File: config.mk
export PLATFORM = sky130hd
export DESIGN_NAME = pmsr_top
export DESIGN_NICKNAME = d
export VERILOG_FILES = /design/src/include/pmsr_pkg.sv /design/src/verilog/pmsr_mii_reader.sv /design/src/verilog/pmsr_top.sv
export SDC_FILE = /design/constraint.sdc
export NUM_CORES = 1
export LEC_CHECK = 0
export ABC_CLOCK_PERIOD_IN_PS = 2000
export BUFFER_PORTS_ARGS = -buffer_cell sky130_fd_sc_hd__buf_4
export CORE_MARGIN = 4
export CORE_UTILIZATION = 45
export DETAILED_ROUTE_END_ITERATION = 12
export PLACE_DENSITY = 0.71
export SLEW_MARGIN = 20
export SYNTH_ARGS = -nofsm -noshare
export SYNTH_HDL_FRONTEND = slang
export SYNTH_SLANG_ARGS = --single-unit
File: constraint.sdc
create_clock -name CLOCK -period 2 [get_ports CLOCK]
set_clock_uncertainty 0.2 [all_clocks]
set_input_delay 0.1 -clock CLOCK [delete_from_list [all_inputs] [get_ports CLOCK]]
set_output_delay 0.1 -clock CLOCK [all_outputs]
set_load 0.03 [all_outputs]
File: src/include/pmsr_pkg.sv
package pmsr_pkg;
  // widths of the register port and of the phy register space
  localparam int REG_AW = 5;
  localparam int CTL_DW = 8;
  localparam int PHY_DW = 16;
  // control space indices seen on the register port
  localparam logic [4:0] CTL_MGMT_CMD = 5'h02;
  localparam logic [4:0] CTL_PHY_SEL = 5'h04;
  localparam logic [4:0] CTL_RDATA_LO = 5'h08;
  localparam logic [4:0] CTL_RDATA_HI = 5'h09;
  localparam logic [4:0] CTL_MGMT_STAT = 5'h0a;
  localparam logic [4:0] CTL_SIL_REV = 5'h12;
  // phy register space addresses
  localparam logic [4:0] PHY_CTL_ONE = 5'h00;
  localparam logic [4:0] PHY_STAT_ONE = 5'h01;
  localparam logic [4:0] PHY_IDENT_HI = 5'h02;
  localparam logic [4:0] PHY_IDENT_LO = 5'h03;
  localparam logic [4:0] PHY_STAT_TWO = 5'h11;
  localparam logic [4:0] PHY_LED_CTL = 5'h14;
  // mgmt_command and mgmt_status bit positions
  localparam int CMD_SINGLE_BIT = 0;
  localparam int CMD_SCAN_BIT = 1;
  localparam int STAT_BUSY_BIT = 0;
  localparam int STAT_SCAN_BIT = 1;
  localparam int STAT_PEND_BIT = 2;
  // phy_status_one bit positions
  localparam int S1_FDPX_BIT = 12;
  localparam int S1_HDPX_BIT = 11;
  localparam int S1_LINK_BIT = 2;
  localparam int S1_JAB_BIT = 1;
  // phy_status_two bit positions
  localparam int S2_TX_BIT = 13;
  localparam int S2_RX_BIT = 12;
  localparam int S2_COL_BIT = 11;
  localparam int S2_LINK_BIT = 10;
  localparam int S2_DPX_BIT = 9;
  localparam int S2_POL_BIT = 5;
  // duplex configuration bit in phy_control_one
  localparam int CTL1_DPX_BIT = 8;
  // reset values
  localparam logic [15:0] LED_CTL_RESET = 16'h3422;
  // timing: one management read cycle takes at least this long
  localparam int CLK_PERIOD_NS = 20;
  localparam int MII_READ_NS = 2560;
  localparam int MII_READ_CYCLES = (MII_READ_NS + CLK_PERIOD_NS - 1) / CLK_PERIOD_NS;
  // management engine states
  typedef enum logic [1:0] {
    PMSR_IDLE = 2'b01,
    PMSR_READ = 2'b10
  } pmsr_state_type;
endpackage : pmsr_pkg

File: src/verilog/pmsr_mii_reader.sv
`timescale 1ns/1ps
module pmsr_mii_reader
  import pmsr_pkg::*;
#(
  parameter int READ_CYCLES = MII_READ_CYCLES
) (
  // clock and reset
  input wire logic clk,
  input wire logic srst,
  // commands
  input wire logic start_single,
  input wire logic scan_en,
  input wire logic [REG_AW-1:0] reg_sel,
  // phy register file, addressed by addr
  output logic [REG_AW-1:0] addr,
  input wire logic [PHY_DW-1:0] rd_in,
  // results and status
  output logic sample,
  output logic [PHY_DW-1:0] data,
  output logic busy,
  output logic scan_active,
  output logic pending
);
  localparam int CW = $clog2(READ_CYCLES + 1);
  localparam logic [CW-1:0] LAST = CW'(READ_CYCLES - 1);
  localparam logic [CW-1:0] ZERO = '0;

  pmsr_state_type state_ff, nxt_state;
  logic [CW-1:0] cnt_ff, nxt_cnt; // cycles spent in this read
  logic [REG_AW-1:0] addr_ff, nxt_addr; // address frozen per read
  logic [PHY_DW-1:0] data_ff, nxt_data;
  logic scan_ff, nxt_scan;
  logic pend_ff, nxt_pend;

  assign addr = addr_ff;
  assign data = data_ff;
  assign busy = (state_ff == PMSR_READ);
  assign scan_active = scan_ff;
  assign pending = pend_ff;
  // sample strobe is combinational so the caller can clear latches in the same edge
  assign sample = (state_ff == PMSR_READ) && (cnt_ff == LAST);

  // next state: a read starts from idle only, scan restarts after one idle cycle
  always_comb begin
    nxt_state = state_ff;
    nxt_cnt = cnt_ff;
    nxt_addr = addr_ff;
    nxt_data = data_ff;
    nxt_scan = scan_ff;
    nxt_pend = pend_ff;
    unique case (state_ff)
      PMSR_IDLE: begin
        // scan_active stays low once the command is gone and no read runs
        nxt_scan = scan_en;
        if (scan_en || start_single) begin
          nxt_state = PMSR_READ;
          nxt_cnt = ZERO;
          nxt_addr = reg_sel;
          // only a fresh command marks the data as stale
          if (start_single || !scan_ff) begin
            nxt_pend = 1'b1;
          end
        end
      end
      PMSR_READ: begin
        if (scan_en) begin
          nxt_scan = 1'b1;
        end
        if (sample) begin
          nxt_data = rd_in;
          nxt_pend = 1'b0;
          nxt_state = PMSR_IDLE;
          // scan status falls with the last read once the scan bit is gone,
          // so the idle cycle after it never shows a stale scan
          nxt_scan = scan_en;
        end else begin
          nxt_cnt = cnt_ff + 1'b1;
        end
      end
    endcase
  end

  // register stage
  always_ff @(posedge clk) begin
    if (srst) begin
      state_ff <= PMSR_IDLE;
      cnt_ff <= ZERO;
      addr_ff <= '0;
      data_ff <= '0;
      scan_ff <= 1'b0;
      pend_ff <= 1'b0;
    end else begin
      state_ff <= nxt_state;
      cnt_ff <= nxt_cnt;
      addr_ff <= nxt_addr;
      data_ff <= nxt_data;
      scan_ff <= nxt_scan;
      pend_ff <= nxt_pend;
    end
  end
endmodule : pmsr_mii_reader

File: src/verilog/pmsr_top.sv
`timescale 1ns/1ps
module pmsr_top
  import pmsr_pkg::*;
#(
  parameter int READ_CYCLES = MII_READ_CYCLES,
  parameter logic [21:0] PHY_OUI_BITS = 22'h05a5a5, // arbitrary value
  parameter logic [5:0] PHY_PART = 6'h15, // arbitrary value
  parameter logic [3:0] PHY_REV = 4'h3, // arbitrary value
  parameter logic [4:0] SIL_REV = 5'h07 // arbitrary value
) (
  // clock and reset
  input wire logic CLOCK,
  input wire logic SRST,
  // control register port from the serial command decoder
  input wire logic REG_WR,
  input wire logic REG_RD,
  input wire logic [REG_AW-1:0] REG_ADDR,
  input wire logic [CTL_DW-1:0] REG_WDATA,
  output logic [CTL_DW-1:0] REG_RDATA,
  // phy register writes from the neighbouring write engine
  input wire logic PHY_WR_STB,
  input wire logic [REG_AW-1:0] PHY_WR_ADDR,
  input wire logic [PHY_DW-1:0] PHY_WR_DATA,
  input wire logic PHY_WR_BUSY,
  // live phy conditions
  input wire logic LINK_UP,
  input wire logic JABBER_DETECT,
  input wire logic PHY_TX_ACTIVE,
  input wire logic PHY_RX_ACTIVE,
  input wire logic COLLISION,
  input wire logic RX_POL_INVERTED,
  input wire logic LED_B_STRAP,
  // configuration outputs
  output logic [PHY_DW-1:0] LED_CONTROL,
  output logic DUPLEX_STATE
);
  // control registers
  logic [1:0] cmd_ff, nxt_cmd; // continuous_scan_enable, single_read_enable
  logic [REG_AW-1:0] sel_ff, nxt_sel; // phy_reg_select
  logic [PHY_DW-1:0] led_ff, nxt_led; // led_control
  logic dpx_ff, nxt_dpx; // duplex bit of phy_control_one
  logic strap_ff, nxt_strap; // strap not yet captured
  // latching status bits
  logic llink_ff, nxt_llink;
  logic ljab_ff, nxt_ljab;
  // read data
  logic [CTL_DW-1:0] rdata_ff, nxt_rdata;

  // engine wiring
  logic start_single;
  logic [REG_AW-1:0] eng_addr;
  logic [PHY_DW-1:0] eng_rd_in;
  logic eng_sample;
  logic [PHY_DW-1:0] eng_data;
  logic eng_busy;
  logic eng_scan;
  logic eng_pend;
  logic stat_one_read; // sample of phy_status_one this cycle
  logic [PHY_DW-1:0] stat_one;
  logic [PHY_DW-1:0] stat_two;
  logic [CTL_DW-1:0] mgmt_stat;

  // a write is a command write when it hits this index
  function automatic logic hit(input logic strobe, input logic [REG_AW-1:0] a,
                               input logic [REG_AW-1:0] want);
    hit = strobe && (a == want);
  endfunction : hit

  // start one read
  // a single read starts only on the 0 to 1 edge of the bit
  assign start_single = hit(REG_WR, REG_ADDR, CTL_MGMT_CMD) &&
                        REG_WDATA[CMD_SINGLE_BIT] && !cmd_ff[CMD_SINGLE_BIT];

  pmsr_mii_reader #(
    .READ_CYCLES(READ_CYCLES)
  ) u_reader (
    .clk(CLOCK),
    .srst(SRST),
    .start_single(start_single),
    .scan_en(cmd_ff[CMD_SCAN_BIT]),
    .reg_sel(sel_ff),
    .addr(eng_addr),
    .rd_in(eng_rd_in),
    .sample(eng_sample),
    .data(eng_data),
    .busy(eng_busy),
    .scan_active(eng_scan),
    .pending(eng_pend)
  );

  assign stat_one_read = eng_sample && (eng_addr == PHY_STAT_ONE);

  // phy_status_one image
  always_comb begin
    stat_one = '0;
    stat_one[S1_FDPX_BIT] = 1'b1;
    stat_one[S1_HDPX_BIT] = 1'b1;
    stat_one[S1_LINK_BIT] = llink_ff;
    stat_one[S1_JAB_BIT] = ljab_ff;
  end

  // phy_status_two image, live bits are not latched
  always_comb begin
    stat_two = '0;
    stat_two[S2_TX_BIT] = PHY_TX_ACTIVE;
    stat_two[S2_RX_BIT] = PHY_RX_ACTIVE;
    stat_two[S2_COL_BIT] = COLLISION;
    stat_two[S2_LINK_BIT] = LINK_UP;
    stat_two[S2_DPX_BIT] = dpx_ff;
    stat_two[S2_POL_BIT] = RX_POL_INVERTED;
  end

  // phy register file as seen by the management engine
  always_comb begin
    eng_rd_in = '0;
    case (eng_addr)
      PHY_CTL_ONE: eng_rd_in[CTL1_DPX_BIT] = dpx_ff;
      PHY_STAT_ONE: eng_rd_in = stat_one;
      PHY_IDENT_HI: eng_rd_in = PHY_OUI_BITS[21:6];
      PHY_IDENT_LO: eng_rd_in = {PHY_OUI_BITS[5:0], PHY_PART, PHY_REV};
      PHY_STAT_TWO: eng_rd_in = stat_two;
      PHY_LED_CTL: eng_rd_in = led_ff;
      default: eng_rd_in = '0;
    endcase
  end

  // mgmt_status image, upper bits and reserved bit read zero
  always_comb begin
    mgmt_stat = '0;
    mgmt_stat[STAT_BUSY_BIT] = eng_busy || PHY_WR_BUSY;
    mgmt_stat[STAT_SCAN_BIT] = eng_scan;
    mgmt_stat[STAT_PEND_BIT] = eng_pend;
  end

  // next values of the control registers
  always_comb begin
    nxt_cmd = cmd_ff;
    nxt_sel = sel_ff;
    nxt_led = led_ff;
    nxt_dpx = dpx_ff;
    nxt_strap = 1'b0;
    if (hit(REG_WR, REG_ADDR, CTL_MGMT_CMD)) begin
      nxt_cmd = REG_WDATA[1:0];
    end
    if (hit(REG_WR, REG_ADDR, CTL_PHY_SEL)) begin
      nxt_sel = REG_WDATA[REG_AW-1:0];
    end
    if (hit(PHY_WR_STB, PHY_WR_ADDR, PHY_LED_CTL)) begin
      nxt_led = PHY_WR_DATA;
    end
    if (hit(PHY_WR_STB, PHY_WR_ADDR, PHY_CTL_ONE)) begin
      nxt_dpx = PHY_WR_DATA[CTL1_DPX_BIT];
    end
    // strap sets duplex
    // the strap is caught on the first edge after reset, over any write
    if (strap_ff) begin
      nxt_dpx = LED_B_STRAP;
    end
  end

  // next values of the latching status bits
  always_comb begin
    // one means always up
    // a read reloads from the live link, so a drop in that cycle still wins
    if (stat_one_read) begin
      nxt_llink = LINK_UP;
    end else begin
      nxt_llink = llink_ff && LINK_UP;
    end
    // jabber latches high
    // detection in the read cycle is kept for the next read
    nxt_ljab = (ljab_ff && !stat_one_read) || JABBER_DETECT;
  end

  // read data for the register port, answered one edge after the strobe
  always_comb begin
    nxt_rdata = rdata_ff;
    if (REG_RD) begin
      case (REG_ADDR)
        CTL_MGMT_CMD: nxt_rdata = {6'h00, cmd_ff};
        CTL_PHY_SEL: nxt_rdata = {3'h0, sel_ff};
        CTL_RDATA_LO: nxt_rdata = eng_data[7:0];
        CTL_RDATA_HI: nxt_rdata = eng_data[15:8];
        CTL_MGMT_STAT: nxt_rdata = mgmt_stat;
        CTL_SIL_REV: nxt_rdata = {3'h0, SIL_REV};
        default: nxt_rdata = '0;
      endcase
    end
  end

  // register stage for all groups
  always_ff @(posedge CLOCK) begin
    if (SRST) begin
      cmd_ff <= 2'h0;
      sel_ff <= '0;
      led_ff <= LED_CTL_RESET;
      dpx_ff <= 1'b0;
      strap_ff <= 1'b1;
      llink_ff <= 1'b0;
      ljab_ff <= 1'b0;
      rdata_ff <= '0;
    end else begin
      cmd_ff <= nxt_cmd;
      sel_ff <= nxt_sel;
      led_ff <= nxt_led;
      dpx_ff <= nxt_dpx;
      strap_ff <= nxt_strap;
      llink_ff <= nxt_llink;
      ljab_ff <= nxt_ljab;
      rdata_ff <= nxt_rdata;
    end
  end

  assign REG_RDATA = rdata_ff;
  assign LED_CONTROL = led_ff;
  assign DUPLEX_STATE = dpx_ff;

  // checks on the behaviour above
  localparam int A_RD_MAX = READ_CYCLES;
endmodule : pmsr_top

==> flow_results.org, run 1 <==
** Status
- The run finished with clean final reports.

** Power and ir drop
- The worst-case IR drop observed on VDD is 399 µV.
- The design draws 2710 µW.
- For this design the ratio of total power to cell area is 599 nW/µm².
- Summed over all cells, the static leakage comes to 0.00180 µW.

** Setup path
- In this run the worst path has a maximum fanout of 4.
- The largest single stage delay on the critical path is 0.40 ns.
- In this run the worst setup path begins at u_reader.cnt_ff[0].
- R2R cell count :: 6
- R2R Path End :: u_reader.cnt_ff[7]
- Startpoint kind of the worst setup timing path :: flop
- Type of destination of the critical path :: flop
- Slowest library cell on the worst path :: or4_1
- The startpoint identified for the worst register-to-register timing path is u_reader.cnt_ff[0].
- Sequence of cells on the critical path :: ha_1 > and3_2 > buf_4 > nand2b_1 > or4_1 > a21oi_1
- Data arrives at the worst endpoint at 1.98 ns.
- Critical path class :: flop to flop
- Slack of the worst reg-to-reg path :: 0.09 ns
- Critical Path RT :: 2.06 ns

** Placement
- The wire-length estimate of the detail-placed layout is 5890 µm.
- Input/output buffers :: 68
- Placed instance area :: 3850 µm²
- The congestion estimate from routability-driven global placement came to 0.780.
- Setup Slack @ Placement :: 0.0286 ns

** Clocking
- Latest clock arrival within the worst-skew pair :: 0.34 ns
- CTS saw 68 sinks.
- Inserted Clock Buffers :: 9
- The number of setup buffers added after CTS is 0.
- Clk root buf :: clkbuf_8
- The H-tree generated during clock tree synthesis spans 3 levels.
- TritonCTS built the clock tree.
- The longest clock path from root to sink contains 2 buffers.
- Clock slew at the register clock pins of the worst setup and hold paths :: 0.07 ns

** Global routing
- The via count of the first global-routing pass was 2970.
- Entering global routing, the biggest net connects 33 pins.
- The initial antenna violation count was 0.
- The first global-routing pass estimated 14500 µm of wire.
- Global routing consumed, over all layers together, 21.3% of the routing resources.
- After global routing the overflow that remains totals 0.

** STA
- Worst hold slack :: 0.0484 ns
- Setup violation total in the final timing report :: 0
- After layout, the worst setup slack is 0.0855 ns.
- Post-route clock period utilization :: 95.7%
- For the pin with the worst max-slew slack, the measured transition is 0.500 ns.
- The number of slew-limit violations in the final report was 0.
- Maximum frequency from static timing analysis :: 522 MHz
- The count of endpoints failing hold in the final timing report is 0.
- Headroom to the max-slew limit came out at 66.6%.
- Final Critical Period :: 1.91 ns

** Logic synthesis
- Averaged over all synthesized cells, the footprint is 9.06 µm².
- dfxtp_1 takes more of the synthesized area than any other cell.
- For this run, the number of Yosys warnings is 0.
- The synthesized design contains 0 enable-type register cells.
- Synthesis produced 352 cells.
- For this run, the leading register cell type out of synthesis is dfxtp_1.
- Post-synth net total :: 400
- Number of synthesized register bits :: 68
- The number of different library cells used by synthesis comes to 54.
- Summing every instance area after synthesis gives 3190 µm².
- Sequential element share of the synthesized area :: 42.7%
- Area fraction of the dominant cell type after synthesis :: 42.7%
- Ranked by total cell area, the synthesized netlist is headed by dfxtp_1 (43%), a21oi_1 (6.4%), nand2_1 (5.3%), o2bb2ai_2 (4.7%), nand2b_1 (3.9%).
- Most frequent cells after synthesis :: dfxtp_1 (68), nand2_1 (45), a21oi_1 (41), nand2b_1 (20), nand3_1 (19)
- After synthesis, the share of flip-flops with an asynchronous set or reset is 0%.
- Among all cell types in the netlist, the one instantiated most often is dfxtp_1.

** Detailed routing
- After detailed routing, the total wire length is 8880 µm.
- The detail route stage leaves a number of antenna-violating nets equal to 0.
- Residual DRC :: 0
- Before antenna repair, the detailed router went through 4 iterations.
- In the routed layout, each cell is associated on average with a via count of 5.44.
- Via count :: 3129
- Average wire per cell in the routed design :: 15.4 µm
- Initial drt markers :: 143

** Layout
- The area growth from synthesis to layout is 42.0%.
- In the final layout, flip-flops and latches occupy 1360 µm².
- In the final design database the tool counted 523 nets.
- After routing the design area is 4530 µm².
- The number of antenna diodes in the final layout is 0.
- After filler insertion, the fill cell instance count of the layout stands at 571.
- Area used by multi-input combinational logic :: 1720 µm²
- In the final layout, the share of cells above drive strength 1 is 28.4%.

** Floorplan
- Core Region :: 6830 µm²
- Effective utilization at floorplan :: 46.7%
- Row generation in the floorplan step produced 30 rows.
- Die Span Y :: 92.2 µm
- The die covers 8500 µm².
- In this run the horizontal extent of the chip is 92.2 µm.
- During I/O placement, the number of pins put on the boundary was 72.

** Hold path
- The startpoint identified for the worst hold timing path is REG_ADDR[1].
- The worst hold path terminates at REG_RDATA[5].
- Hold path depth :: 5
- The tightest min-delay check is of the input pin to flop type.

** Run
- MaxCap Viol Count :: 0
[area by class of cell]
cell class                 instances  share of cell area [%]
timing repair buffer             136                    25.3
clock inverter                     2                   0.221
sequential                        68                    30.1
inverter                           4                   0.332
tap                               96                    2.65
multi-input combinational        256                    37.9
clock buffer                      13                    3.51
[critical path: cells and delay by family (launching register included)]
kind	cells	cell delay, ns
AND/OR/NAND/NOR	3	0.80
flip-flops	1	0.32
adder cells (fa/ha/maj)	1	0.23
AO/OA/AOI/OAI	1	0.16
buffers and inverters	1	0.15
[routing by layer]
layer / part of all wire (%) / global-route usage (%) / vias up
met5: 0 / 0 / -
met4: 1.8 / 8.54 / 0
met3: 4.3 / 3.28 / 16
met2: 49 / 35.5 / 80
met1: 45 / 27.6 / 1508
li1: - / - / 1525
[how the worst max path moves through the flow]
stage                         end  slack, ns  cells past startpoint
2_1_floorplan    u_reader.data[2]      0.002                      7
3_3_place_gp     u_reader.data[0]       0.11                      5
3_5_place_dp     u_reader.data[5]       0.03                      5
4_1_cts          u_reader.data[5]       0.03                      5
5_1_grt          u_reader.data[5]     -0.007                      5
6_report       u_reader.cnt_ff[7]       0.09                      6
[registers in the layout, indices dropped and copies added, names as in the netlist]
register / flops
DUPLEX_STATE: 1
LED_CONTROL: 16
REG_RDATA: 8
cmd_ff: 2
ljab_ff: 1
llink_ff: 1
sel_ff: 5
strap_ff: 1
u_reader.addr: 5
u_reader.cnt_ff: 8
u_reader.data: 16
u_reader.pending: 1
u_reader.scan_active: 1
u_reader.state_ff: 2
[where the power goes]
group | switching [µW] | total [µW] | internal, µW | leakage, µW
combinational | 150 | 319 | 169 | 0.00116
clock | 493 | 1000 | 508 | 0.0000893
sequential | 15.5 | 1390 | 1380 | 0.000551
total | 659 | 2710 | 2050 | 0.00180
[layout by cell type (no fill, tap or decap), types with 7 or more instances in the layout]
cell type | synthesis | routed
buf_4 | 1 | 87
dfxtp_1 | 68 | 67
dlygate4sd3_1 | 0 | 48
nand2_1 | 45 | 45
a21oi_1 | 41 | 41
nand2b_1 | 20 | 20
nand3_1 | 19 | 19
nor2_1 | 16 | 16
mux2i_1 | 12 | 12
o2bb2ai_2 | 10 | 11
clkbuf_8 | 0 | 11
o21ai_0 | 7 | 7
a311oi_1 | 7 | 7
nand3b_1 | 7 | 7
[cells by family (layout without fill, tap and decap cells)]
family / after synthesis / in the layout / share of synthesized area [%]
simple gates: 146 / 146 / 26.3
compound gates: 93 / 93 / 21.2
flops: 68 / 68 / 42.7
buf+inv: 28 / 155 / 4.20
mux: 16 / 16 / 5.18
fa+ha+maj: 1 / 1 / 0.392
[per-stage QoR]
step	setup TNS [ns]	std cells	utilization (%)
after floorplan	0	352	-
after global placement	0	512	56.4
after detailed placement	0	512	56.4
after CTS	0	575	65.9
after global routing	-0.00748	575	66.3
final	0	575	66.3
[repair_timing]
item                                    in CTS  in global routing
hold buffers                                48                  0
endpoints found under the hold margin       45                  0
gates resized for setup                      0                  9
endpoints found under the setup margin       0                 28
Note: power is estimated with default switching activity, not from simulation.
==> inputs of run 2 (changes only) <==
Settings changed: CTS_BUF_LIST from default to sky130_fd_sc_hd__clkbuf_2.
==> run 2 against run 1 <==
Compared with the run above:
- clock power is 38% lower
- via count is 2.8% higher
- highest routed layer unchanged
- worst setup slack got worse by 0.0071 ns
- count of clock-buffer cells in the layout decreased by 2
- maximum frequency fell by 0.37%
- sequential power hardly changed
- sequential cell count stayed put
- sequential share of layout area shrank 0.67 points
- utilization up 1.6 points
- final cell count up 3.5%
- combinational power is 3% higher
==> flow_results.org, run 2 (synthesized netlist as in run 1, its figures left out) <==
** Status
- Result of the run :: complete, no violations (unchanged)

** Clocking
- H-tree levels :: 3 (unchanged)
- CTS tree :: yes (unchanged)
- Clock sink count :: 68 (unchanged)
- The clock buffer count from CTS is 9 (unchanged).
- Clock slew at the register clock pins of the worst setup and hold paths :: 0.18 ns (was 0.07 ns)
- Latest clock arrival within the worst-skew pair :: 0.50 ns (was 0.34 ns)
- Clk root buf :: clkbuf_2 (was clkbuf_8)
- Longest Clk Path Bufs :: 2 (unchanged)

** STA
- Maximum frequency from static timing analysis :: 520 MHz (was 522 MHz)
- The total of endpoints with negative setup slack in the final report was 0 (unchanged).
- Final TNS setup :: 0 ns (unchanged)
- Final Critical Period :: 1.92 ns (was 1.91 ns)
- The number of slew-limit violations in the final report came to 0 (unchanged).
- Worst slew slack as a fraction of its limit :: 61.4% (was 66.6%)
- Unrepaired setup endpoints after global routing :: false
- Slew of the pin with the lowest slew margin :: 0.579 ns (was 0.500 ns)
- Final count of hold timing violations :: 0 (unchanged)
- Post-route clock period utilization :: 96.1% (was 95.7%)

** Floorplan
- The vertical die dimension came to 92.2 µm (unchanged).
- I/O pins :: 72 (unchanged)
- Total die area :: 8500 µm² (unchanged)
- The overall die width was 92.2 µm (unchanged).
- The initial cell density of the core was 46.7% (unchanged).
- The placeable core area is 6830 µm² (unchanged).
- The standard-cell row count came to 30 (unchanged).

** Setup path
- In this design, the critical path's most frequently occurring cell is dlygate4sd3_1.
- Sequence of cells on the critical path: buf_4 > dlygate4sd3_1 > inv_1 > and2_2 > a21oi_1 > a311oi_1 > dlygate4sd3_1 (was ha_1 > and3_2 > buf_4 > nand2b_1 > or4_1 > a21oi_1).
- Critical path peak fanout :: 9 (was 4)
- Slowest library cell on the worst path :: dlygate4sd3_1 (was or4_1)
- Slack of the worst reg-to-reg path :: 0.11 ns (was 0.09 ns)
- The data arrival time of the critical path came to 2.18 ns (was 1.98 ns).
- Launch point of the critical path :: REG_ADDR[4] (was u_reader.cnt_ff[0])
- Critical path class :: input pin to flop (was flop to flop)
- Source of the worst register-to-register timing path :: u_reader.data[10] (was u_reader.cnt_ff[0])
- Type of destination of the critical path :: flop (unchanged)
- Slowest cell delay on critical path :: 0.59 ns (was 0.40 ns)
- Critical Path RT :: 2.26 ns (was 2.06 ns)
- Startpoint kind of the worst setup timing path :: input pin (was flop)

** Detailed routing
- The residual antenna-violating net count after detailed routing is 0 (unchanged).
- Total wire length :: 9160 µm (was 8880 µm)
- Met2 Routed Length :: 4560 µm (was 4390 µm)
- Number of detailed-route iterations in the first pass :: 4 (unchanged)
- The highest metal layer with signal wires is met4 (unchanged).
- The detailed-route via count was 3217 (was 3129).
- The met1 wire length came to 4100 µm (was 3950 µm).
- The length of routed met3 wiring is 331 µm (was 379 µm).
- The via-per-instance ratio was 5.41 (was 5.44).
- The detail-routed net length per standard cell came to 15.4 µm (about the same).
- The number of violations reported at the end of detailed-routing iteration 0 is 152 (was 143).
- The remaining routing DRC violations is 0 (unchanged).

** Layout
- The antenna cell count came to 0 (unchanged).
- The area growth from synthesis to layout is 45.4% (was 42.0%).
- The layout cell share with drive strength beyond 1 came to 27.7% (was 28.4%).
- The final-layout fill cell count came to 552 (was 571).
- Commonest non-fill, non-tap cell in the layout :: buf_4 (unchanged)
- The filler-free cell count of the finished design is 595 (was 575).
- # nets final :: 543 (was 523)
- Top library cells by usage in the layout, fill and taps aside: buf_4 (89), dfxtp_1 (66), dlygate4sd3_1 (65) (was buf_4 (87), dfxtp_1 (67), dlygate4sd3_1 (48)).

** Placement
- The HPWL after detailed placement is 5890 µm (unchanged).
- Final RePlAce weighted congestion :: 0.780 (unchanged)
- Number of instances in the placed design :: 512 (unchanged)
- The quantity of I/O buffers inserted on ports came to 68 (unchanged).

** Global routing
- Global routing usage summed across all routing layers :: 21.6% (was 21.3%)
- The initial antenna violation count is 0 (unchanged).
- Pin count of the biggest net entering global routing :: 33 (unchanged)
- Total congestion overflow :: 0 (unchanged)
- The via count of the first global-routing pass came to 3046 (was 2970).
- Wire length of the first global-routing pass :: 14700 µm (was 14500 µm)

** Power and ir drop
- Maximum ir drop on the vdd rail :: 325 µV (was 399 µV)
- The standby leakage power is 0.00183 µW (was 0.00180 µW).
- Final total power :: 2350 µW (was 2710 µW)
- Power per Cell Area :: 506 nW/µm² (was 599 nW/µm²)

** Hold path
- The worst hold path startpoint was REG_ADDR[0] (was REG_ADDR[1]).
- Class of the worst hold path :: input pin to flop (unchanged)

** Run
- The max-cap violation count is 0 (unchanged).
run 2: changes by cell type in the layout (fill, tap and decap cells not counted), sizes merged:
cell          before  now
dlygate4sd3       48   65
clkbuf            13   11
buf               88   89
dlymetal6s4s       0    1
or4                2    3
clkinv             2    4
run 2: final timing paths:
check / to / cells past startpoint
min reg2reg: u_reader.data[14] / 2
max: REG_RDATA[2] / 7
min: REG_RDATA[5] / 4
max reg2reg: REG_RDATA[2] / 5
run 2: what timing repair did:
| item | in CTS | in global routing |
|---|---|---|
| hold buffers | 66 | 0 |
| setup endpoints to repair | 0 | 23 |
| setup buffers | 0 | 1 |
| endpoints found under the hold margin | 51 | 0 |
| resized for setup | 0 | 12 |
run 2: per-stage QoR:
stage | area [µm²] | hold slack [ns] | worst slack (ns) | util (%)
6_report | 4640 | 0.0164 | 0.0784 | 67.9
5_1_grt | 4640 | 0.0229 | 0.0209 | 67.9
4_1_cts | 4580 | 0.0104 | 0.0119 | 67.1
3_5_place_dp | 3850 | 0.117 | 0.0286 | 56.4
2_1_floorplan | 3190 | -0.0723 | 0.00202 | -
3_3_place_gp | 3850 | 0.113 | 0.106 | 56.4
run 2: layer usage:
layer | global-route usage [%] | vias to the layer above
met5 | 0 | -
met2 | 36.0 | 68
met3 | 3.04 | 16
met1 | 28.1 | 1562
met4 | 8.54 | 0
li1 | - | 1571
run 2: final cells by class:
class / count / area, µm² / share of cell area (%)
flip-flops and latches: 68 / 1360 / 29.4
multi-input cells: 257 / 1730 / 37.4
well taps: 96 / 120 / 2.59
repair buffers: 155 / 1330 / 28.7
clock inverters: 4 / 17.5 / 0.378
clock buffers: 11 / 55.1 / 1.19
inverters: 4 / 15.0 / 0.324
run 2: report_power, final:
group | internal (µW) | switching, µW | total [µW]
registers | 1380 | 15.3 | 1390
clock network | 156 | 468 | 624
logic | 176 | 151 | 327
run 2: worst max-delay path: cells and delay by family:
kind            cells  cell delay [ns]
buf+inv             4             1.44
compound gates      2             0.37
simple gates        1             0.26
